**config.mk**
```make
export PLATFORM = sky130hd
export DESIGN_NAME = pim_regs
export DESIGN_NICKNAME = d
export VERILOG_FILES = /design/src/common/pim_pkg.sv /design/src/rtl/pim_regs.sv
export SDC_FILE = /design/constraint.sdc
export NUM_CORES = 1
export LEC_CHECK = 0
export BUFFER_PORTS_ARGS = -buffer_cell sky130_fd_sc_hd__buf_4
export CORE_MARGIN = 5
export CORE_UTILIZATION = 40
export DETAILED_ROUTE_END_ITERATION = 7
export SKIP_CTS_REPAIR_TIMING = 1
export SKIP_LAST_GASP = 1
export SLEW_MARGIN = 20
export SYNTH_ARGS = -nofsm -noshare
export SYNTH_HDL_FRONTEND = slang
export SYNTH_SLANG_ARGS = --single-unit
```
**constraint.sdc**
```tcl
create_clock -name i_clk_sys -period 2.05 [get_ports i_clk_sys]
set_input_delay 0.41 -clock i_clk_sys [delete_from_list [all_inputs] [get_ports i_clk_sys]]
set_output_delay 0.41 -clock i_clk_sys [all_outputs]
set_load 0.05 [all_outputs]
```
**src/common/pim_pkg.sv**
```systemverilog
/*
  Constants for the transceiver interrupt, special status and extended access registers.
  Assumes a 16-bit management register port with 5-bit register indices.
*/
package pim_pkg;

  ////////////////////////////////////////////////////////////////////////////////
  // Register indices on the management port
  localparam logic [4:0]  REG_MMD_CTRL = 5'h0D;
  localparam logic [4:0]  REG_MMD_DATA = 5'h0E;
  localparam logic [4:0]  REG_IRQ_SRC  = 5'h1D;
  localparam logic [4:0]  REG_IRQ_MASK = 5'h1E;
  localparam logic [4:0]  REG_SPECIAL  = 5'h1F;

  ////////////////////////////////////////////////////////////////////////////////
  // Interrupt flag positions
  localparam int FLAG_LO          = 1;
  localparam int FLAG_HI          = 8;
  localparam int FLAG_WAKE        = 8;
  localparam int FLAG_ENERGY      = 7;
  localparam int FLAG_ANEG_DONE   = 6;
  localparam int FLAG_REMOTE_FLT  = 5;
  localparam int FLAG_LINK_DOWN   = 4;
  localparam int FLAG_PARTNER_ACK = 3;
  localparam int FLAG_PAR_DET_FLT = 2;
  localparam int FLAG_PAGE_RX     = 1;
  localparam logic [8:1] FLAGS_RESET = 8'h00;
  localparam logic [8:1] MASK_RESET  = 8'h00;

  ////////////////////////////////////////////////////////////////////////////////
  // Special control/status fields
  localparam int         SPC_ANEG_DONE = 12;
  localparam int         SPC_CODER_EN  = 6;
  localparam int         SPC_SPEED_LO  = 2;
  localparam int         SPC_SPEED_HI  = 4;
  localparam logic       CODER_RESET   = 1'b1;
  localparam logic [2:0] SPD_10_HALF   = 3'h1;
  localparam logic [2:0] SPD_10_FULL   = 3'h5;
  localparam logic [2:0] SPD_100_HALF  = 3'h2;
  localparam logic [2:0] SPD_100_FULL  = 3'h6;

  ////////////////////////////////////////////////////////////////////////////////
  // Extended access control fields
  localparam int         MMD_FN_HI  = 15;
  localparam int         MMD_FN_LO  = 14;
  localparam int         MMD_DEV_HI = 4;
  localparam int         MMD_DEV_LO = 0;
  localparam logic [4:0] DEV_PCS    = 5'h03;
  localparam logic [4:0] DEV_ANEG   = 5'h07;
  localparam logic [4:0] DEV_VENDOR = 5'h1E;
  localparam logic [15:0] WORD_ZERO = 16'h0000;

  typedef enum logic [1:0] {
    PIM_FN_ADDR   = 2'h0,
    PIM_FN_DATA   = 2'h1,
    PIM_FN_DATA_2 = 2'h2,
    PIM_FN_DATA_3 = 2'h3
  } pim_fn_type;

endpackage

```
**src/rtl/pim_regs.sv**
```systemverilog
/*
  Interrupt source flags, interrupt mask, special control/status and the indirect
  extended register window of the transceiver management block.
  Assumes the serial management engine delivers one-cycle read and write strobes
  with a register index, and that the extended register storage answers its read
  data combinationally from the selected device and address.
*/
`timescale 1ns/1ps

// How it works
// Wake event sets flag 8 and it stays latched high.
// Rising line energy indication latches flag 7.
// Auto-negotiation completing latches flag 6.
// Remote fault from the partner latches flag 5.
// Link status falling latches flag 4.
// Partner acknowledge received latches flag 3.
// Parallel detection fault latches flag 2.
// Page received latches flag 1; bits 15:9 and 0 read zero.
// Reading the source register clears flags unless their event recurs; reset clears.
// Mask bits 8:1 enable same-numbered flags; reset zero; others read zero.
// Interrupt output high while any enabled flag is set.
// Status bit 12 shows auto-negotiation done.
// Status bit 6 enables symbol coder, resets 1; zero accepted only in MII mode.
// Status bits 4:2 show resolved speed and duplex code.
// Extended registers are reached only through control and address/data registers.
// Extended devices 3, 7 and 30 are supported; others read zero.
// Manager first writes control with address function and device number.
// Manager then writes the 16-bit extended register address.
// Manager then writes control with data function, same device.
// Data register reads or writes the selected extended register.
module pim_regs (
  // Clock and reset
  input  wire logic        i_clk_sys,
  input  wire logic        i_rstn,
  // Management register port
  input  wire logic [4:0]  i_mgmt_addr,
  input  wire logic        i_mgmt_wr,
  input  wire logic        i_mgmt_rd,
  input  wire logic [15:0] i_mgmt_wdata,
  output logic      [15:0] o_mgmt_rdata,
  output logic             o_mgmt_rvalid,
  // Event and status inputs
  input  wire logic        i_wake_event,
  input  wire logic        i_line_energy_detected,
  input  wire logic        i_autoneg_done,
  input  wire logic        i_remote_fault,
  input  wire logic        i_link_up,
  input  wire logic        i_partner_ack,
  input  wire logic        i_parallel_detect_fault,
  input  wire logic        i_page_received,
  input  wire logic [2:0]  i_resolved_speed_duplex,
  input  wire logic        i_mii_mode,
  // Control and interrupt outputs
  output logic             o_coder_enable,
  output logic             o_irq,
  // Extended register storage
  output logic      [4:0]  o_ext_device_number,
  output logic      [15:0] o_ext_addr,
  output logic             o_ext_wr,
  output logic      [15:0] o_ext_wdata,
  input  wire logic [15:0] i_ext_rdata
);

  ////////////////////////////////////////////////////////////////////////////////
  // State
  logic [8:1]  flags_q;
  logic [8:1]  flags_d;
  logic [8:1]  mask_q;
  logic [8:1]  events;
  logic        energy_prev_q;
  logic        aneg_prev_q;
  logic        link_prev_q;
  logic        coder_q;
  logic [15:0] mmd_ctrl_q;
  logic [15:0] mmd_addr_q;
  logic [15:0] rdata_d;
  logic        src_read;
  pim_pkg::pim_fn_type mmd_fn;

  function automatic logic dev_supported(input logic [4:0] dev);
    dev_supported = (dev == pim_pkg::DEV_PCS) || (dev == pim_pkg::DEV_ANEG) ||
                    (dev == pim_pkg::DEV_VENDOR);
  endfunction

  function automatic logic hit(input logic [4:0] idx, input logic strobe,
                               input logic [4:0] addr);
    hit = strobe && (addr == idx);
  endfunction

  assign mmd_fn   = pim_pkg::pim_fn_type'(mmd_ctrl_q[pim_pkg::MMD_FN_HI:pim_pkg::MMD_FN_LO]);
  assign src_read = hit(pim_pkg::REG_IRQ_SRC, i_mgmt_rd, i_mgmt_addr);

  ////////////////////////////////////////////////////////////////////////////////
  // Event detection
  always_ff @(posedge i_clk_sys or negedge i_rstn) begin
    if (!i_rstn) begin
      energy_prev_q <= 1'b0;
      aneg_prev_q   <= 1'b0;
      link_prev_q   <= 1'b0;
    end else begin
      energy_prev_q <= i_line_energy_detected;
      aneg_prev_q   <= i_autoneg_done;
      link_prev_q   <= i_link_up;
    end
  end

  always_comb begin
    events                           = '0;
    events[pim_pkg::FLAG_WAKE]        = i_wake_event;
    events[pim_pkg::FLAG_ENERGY]      = i_line_energy_detected && !energy_prev_q;
    events[pim_pkg::FLAG_ANEG_DONE]   = i_autoneg_done && !aneg_prev_q;
    events[pim_pkg::FLAG_REMOTE_FLT]  = i_remote_fault;
    events[pim_pkg::FLAG_LINK_DOWN]   = !i_link_up && link_prev_q;
    events[pim_pkg::FLAG_PARTNER_ACK] = i_partner_ack;
    events[pim_pkg::FLAG_PAR_DET_FLT] = i_parallel_detect_fault;
    events[pim_pkg::FLAG_PAGE_RX]     = i_page_received;
  end

  ////////////////////////////////////////////////////////////////////////////////
  // Latching flags, set wins over the read clear
  assign flags_d = events | (flags_q & {8{!src_read}});

  always_ff @(posedge i_clk_sys or negedge i_rstn) begin
    if (!i_rstn) begin
      flags_q <= pim_pkg::FLAGS_RESET;
    end else begin
      flags_q <= flags_d;
    end
  end

  ////////////////////////////////////////////////////////////////////////////////
  // Mask and interrupt output
  always_ff @(posedge i_clk_sys or negedge i_rstn) begin
    if (!i_rstn) begin
      mask_q <= pim_pkg::MASK_RESET;
    end else if (hit(pim_pkg::REG_IRQ_MASK, i_mgmt_wr, i_mgmt_addr)) begin
      mask_q <= i_mgmt_wdata[pim_pkg::FLAG_HI:pim_pkg::FLAG_LO];
    end
  end

  always_ff @(posedge i_clk_sys or negedge i_rstn) begin
    if (!i_rstn) begin
      o_irq <= 1'b0;
    end else begin
      o_irq <= |(flags_q & mask_q);
    end
  end

  ////////////////////////////////////////////////////////////////////////////////
  // Symbol coder control
  always_ff @(posedge i_clk_sys or negedge i_rstn) begin
    if (!i_rstn) begin
      coder_q <= pim_pkg::CODER_RESET;
    end else if (hit(pim_pkg::REG_SPECIAL, i_mgmt_wr, i_mgmt_addr)) begin
      // Bypass is refused unless the MAC side runs MII
      if (i_mgmt_wdata[pim_pkg::SPC_CODER_EN] || i_mii_mode) begin
        coder_q <= i_mgmt_wdata[pim_pkg::SPC_CODER_EN];
      end
    end
  end

  assign o_coder_enable = coder_q;

  ////////////////////////////////////////////////////////////////////////////////
  // Extended access window
  always_ff @(posedge i_clk_sys or negedge i_rstn) begin
    if (!i_rstn) begin
      mmd_ctrl_q <= pim_pkg::WORD_ZERO;
    end else if (hit(pim_pkg::REG_MMD_CTRL, i_mgmt_wr, i_mgmt_addr)) begin
      mmd_ctrl_q <= i_mgmt_wdata;
    end
  end

  always_ff @(posedge i_clk_sys or negedge i_rstn) begin
    if (!i_rstn) begin
      mmd_addr_q <= pim_pkg::WORD_ZERO;
    end else if (hit(pim_pkg::REG_MMD_DATA, i_mgmt_wr, i_mgmt_addr) &&
                 mmd_fn == pim_pkg::PIM_FN_ADDR) begin
      mmd_addr_q <= i_mgmt_wdata;
    end
  end

  always_ff @(posedge i_clk_sys or negedge i_rstn) begin
    if (!i_rstn) begin
      o_ext_wr    <= 1'b0;
      o_ext_wdata <= pim_pkg::WORD_ZERO;
    end else begin
      o_ext_wr <= hit(pim_pkg::REG_MMD_DATA, i_mgmt_wr, i_mgmt_addr) &&
                  mmd_fn != pim_pkg::PIM_FN_ADDR &&
                  dev_supported(mmd_ctrl_q[pim_pkg::MMD_DEV_HI:pim_pkg::MMD_DEV_LO]);
      if (hit(pim_pkg::REG_MMD_DATA, i_mgmt_wr, i_mgmt_addr)) begin
        o_ext_wdata <= i_mgmt_wdata;
      end
    end
  end

  assign o_ext_device_number = mmd_ctrl_q[pim_pkg::MMD_DEV_HI:pim_pkg::MMD_DEV_LO];
  assign o_ext_addr          = mmd_addr_q;

  ////////////////////////////////////////////////////////////////////////////////
  // Read data
  always_comb begin
    rdata_d = pim_pkg::WORD_ZERO;
    case (i_mgmt_addr)
      pim_pkg::REG_IRQ_SRC: begin
        rdata_d[pim_pkg::FLAG_HI:pim_pkg::FLAG_LO] = flags_q;
      end
      pim_pkg::REG_IRQ_MASK: begin
        rdata_d[pim_pkg::FLAG_HI:pim_pkg::FLAG_LO] = mask_q;
      end
      pim_pkg::REG_SPECIAL: begin
        rdata_d[pim_pkg::SPC_ANEG_DONE]                      = i_autoneg_done;
        rdata_d[pim_pkg::SPC_CODER_EN]                       = coder_q;
        rdata_d[pim_pkg::SPC_SPEED_HI:pim_pkg::SPC_SPEED_LO] = i_resolved_speed_duplex;
      end
      pim_pkg::REG_MMD_CTRL: begin
        rdata_d = mmd_ctrl_q;
      end
      pim_pkg::REG_MMD_DATA: begin
        if (mmd_fn == pim_pkg::PIM_FN_ADDR) begin
          rdata_d = mmd_addr_q;
        end else if (dev_supported(o_ext_device_number)) begin
          rdata_d = i_ext_rdata;
        end
      end
      default: begin
        rdata_d = pim_pkg::WORD_ZERO;
      end
    endcase
  end

  always_ff @(posedge i_clk_sys or negedge i_rstn) begin
    if (!i_rstn) begin
      o_mgmt_rdata  <= pim_pkg::WORD_ZERO;
      o_mgmt_rvalid <= 1'b0;
    end else begin
      o_mgmt_rvalid <= i_mgmt_rd;
      if (i_mgmt_rd) begin
        o_mgmt_rdata <= rdata_d;
      end
    end
  end
endmodule

```
==> impl_metrics.json <==
{
  "dp_hpwl_mm": 8.01,
  "dr_total_vias": 3031,
  "routed-wl-met3_um": 741,
  "wl_met1_mm": 4.70,
  "fp.dieArea_um2": 11900,
  "clkLatencyLatePin_ps": 360,
  "synth_top_area_frac": 0.546,
  "crit_type": "reg2reg",
  "p_per_area_nw_per_um2": 962,
  "slowest_stage": "dfrtp_1",
  "ys_ff_latch": 87,
  "io_buffer_count": 109,
  "start_util": 0.407,
  "synth_area_um2": 3940,
  "gp_congestion": 0.851,
  "overflow": 0,
  "fin_worst_skew_ps": 15.7,
  "layout-drive-gt1-share": 0.480,
  "timing.fmax_mhz": 577,
  "cts-root-buf": "clkbuf_8",
  "numCtsBuffers": 9,
  "final_hold_viol_count": 0,
  "seq_area_frac_synth": 0.553,
  "max_cap_viol_count": 0,
  "fin_nets": 477,
  "clk_pin_slew_ps": 90,
  "fin_ws_ps": 318,
  "yosysTopAreaCell": "dfrtp_1",
  "fillerInstances": 901,
  "cp_max_fo": 8,
  "n_antenna_cell": 0,
  "grt_start_max_net_pins": 37,
  "synth_ff_type": "dfrtp_1",
  "ys_top_cells_by_area": "dfrtp_1 (55%), mux2_2 (17%), a22oi_1 (3.6%), o221ai_1 (2.7%), a21o_1 (1.9%)",
  "die_h_um": 109,
  "grt_pass1_vias": 3077,
  "synth_edf_count": 0,
  "setup_viol": 0,
  "syn_area_per_cell_um2": 12.6,
  "avgRoutedWirePerCell_um": 19.3,
  "areaGrowthSynthToFinish_pct": 30.3,
  "period_share": 0.845,
  "synthDistinctLibCells": 44,
  "firstDrtPassIters": 4,
  "slowest_delay_ps": 460,
  "maxSlewViolCount": 0,
  "io_pins": 110,
  "grt_pass1_wl_mm": 16.8,
  "finalCriticalPeriod_ps": 1730,
  "tightest_slew_ps": 560,
  "clockBufferDepth": 2,
  "p_leak_nw": 2.40,
  "cp_num_buf_inv": 1,
  "rows": 36,
  "multi_input_area_um2": 1600,
  "met2_length_mm": 5.23,
  "antenna_found_initial": 0,
  "rsz0062_at_grt": "no",
  "final_core_util": 0.530,
  "status": "finished, final reports clean",
  "drc": 0,
  "die_w_um": 109,
  "gr-usage-all-layers": 0.188,
  "syn-num-nets": 365,
  "numClockSinks": 87,
  "critical-path-top-delay-family": "compound AO/OA/AOI/OAI gates",
  "dr.first_iter.drc_count": 210,
  "seq_area_um2": 2180,
  "ys_warn_count": 0,
  "tritoncts": "yes",
  "wirelength_mm": 10.8,
  "setup_tns_ps": 0,
  "critPathRequiredTime_ps": 2250,
  "post-place-ws_ps": 127,
  "arrival_ps": 1940,
  "slew_headroom": 0.625,
  "drt-vias-per-instance": 5.39,
  "antenna_left": 0,
  "hp-class": "in2async",
  "worstPathCellList": "and4b_1, o211a_1, buf_4, a22oi_1, o221ai_1",
  "netlist_instances": 312,
  "worst_setup_path_end_kind": "flip-flop",
  "dr.max_layer_used": "met4",
  "async_reset_ff_frac": 1.00,
  "core_um2": 9680,
  "critPathLaunchType": "flip-flop",
  "htreeDepth": 3,
  "ir_worst_vdd_mv": 0.525
}
-- kinds of logic after synthesis --
family,share of synthesized area
AOI/OAI and AO/OA,0.131
xor gates and xnor gates,0.00222
buffers and inverters,0.0413
muxes,0.169
DFF,0.553
and+or+nand+nor,0.104
-- power breakdown --
part | switching [mW] | internal [mW]
clock network | 0.670 | 0.574
logic | 0.962 | 0.561
registers | 0.204 | 1.97
-- state kept, by name (all words and copies together) (netlist names) --
signal,flops
mmd_ctrl_q,16
o_ext_addr,16
o_ext_wdata,16
o_mgmt_rdata,16
flags_q,8
mask_q,8
aneg_prev_q,1
energy_prev_q,1
link_prev_q,1
o_coder_enable,1
o_ext_wr,1
o_irq,1
o_mgmt_rvalid,1
-- Yosys cell counts, drive strengths merged (2+ instances only) --
cell type  number
a22o            3
buf            14
and3            7
nand2          13
mux2           59
inv            12
nand4           4
o21ai           5
clkbuf          7
nor3b           5
a21o           10
nor2b           4
nand3          11
and3b           3
a22oi          19
a31oi           4
nor2            7
o221ai         12
nand3b          2
o211ai          2
a21oi           4
and4            2
dfrtp          86
o2111ai         4
a32oi           2
-- path summary, 6_finish.rpt --
path,startpoint,cells past startpoint,end,slack (ps)
hold / removal,i_rstn,1,energy_prev_q,9
min in group i_clk_sys,i_link_up,1,link_prev_q,160
hold reg to reg,energy_prev_q,1,flags_q[7],430
max in group asynchronous,i_rstn,2,mmd_ctrl_q[1],1430
setup reg to reg,mmd_ctrl_q[3],5,o_mgmt_rdata[10],320
setup / recovery,mmd_ctrl_q[3],5,o_mgmt_rdata[10],320
-- final cells by class --
cell class | instances | area share
sequential | 87 | 0.424
inverter | 12 | 0.00878
tap | 133 | 0.0324
clock buffer | 9 | 0.0241
timing repair buffer | 122 | 0.183
clock inverter | 7 | 0.0154
multi-input combinational | 192 | 0.312
-- worst reg2reg max path, delay by kind of cell, from the launching register on --
family	cells	cell delay [ps]
flip-flops	1	460
AO/OA/AOI/OAI	3	630
AND/OR/NAND/NOR	1	280
buffers and inverters	1	210
-- cells in the final DEF (no fill, tap or decap), types with 5 or more instances in the layout --
cell type / count
dfrtp_1: 86
a21o_1: 10
buf_4: 120
nor2_1: 5
nand3_1: 11
o21ai_0: 5
nand2_1: 11
clkbuf_8: 9
mux2_2: 59
a22oi_1: 19
o221ai_1: 12
inv_1: 12
and3_1: 7
-- routing by layer --
| metal | global-route usage | up-vias |
|---|---|---|
| li1 | - | 1393 |
| met1 | 0.263 | 1518 |
| met2 | 0.293 | 108 |
| met3 | 0.0379 | 12 |
| met4 | 0.0588 | 0 |
| met5 | 0 | - |
-- metrics by stage --
step	std cells	hold slack, ps	total power [mW]	area, um2
finish	562	8.52	4.94	5130
global route	562	31.1	5.16	5130
CTS	562	11.6	4.98	5130
detailed placement	546	410	3.74	4930
global placement	546	400	3.71	4930
floorplan	312	114	3.15	3940
Power figures use the tool's default switching activity.
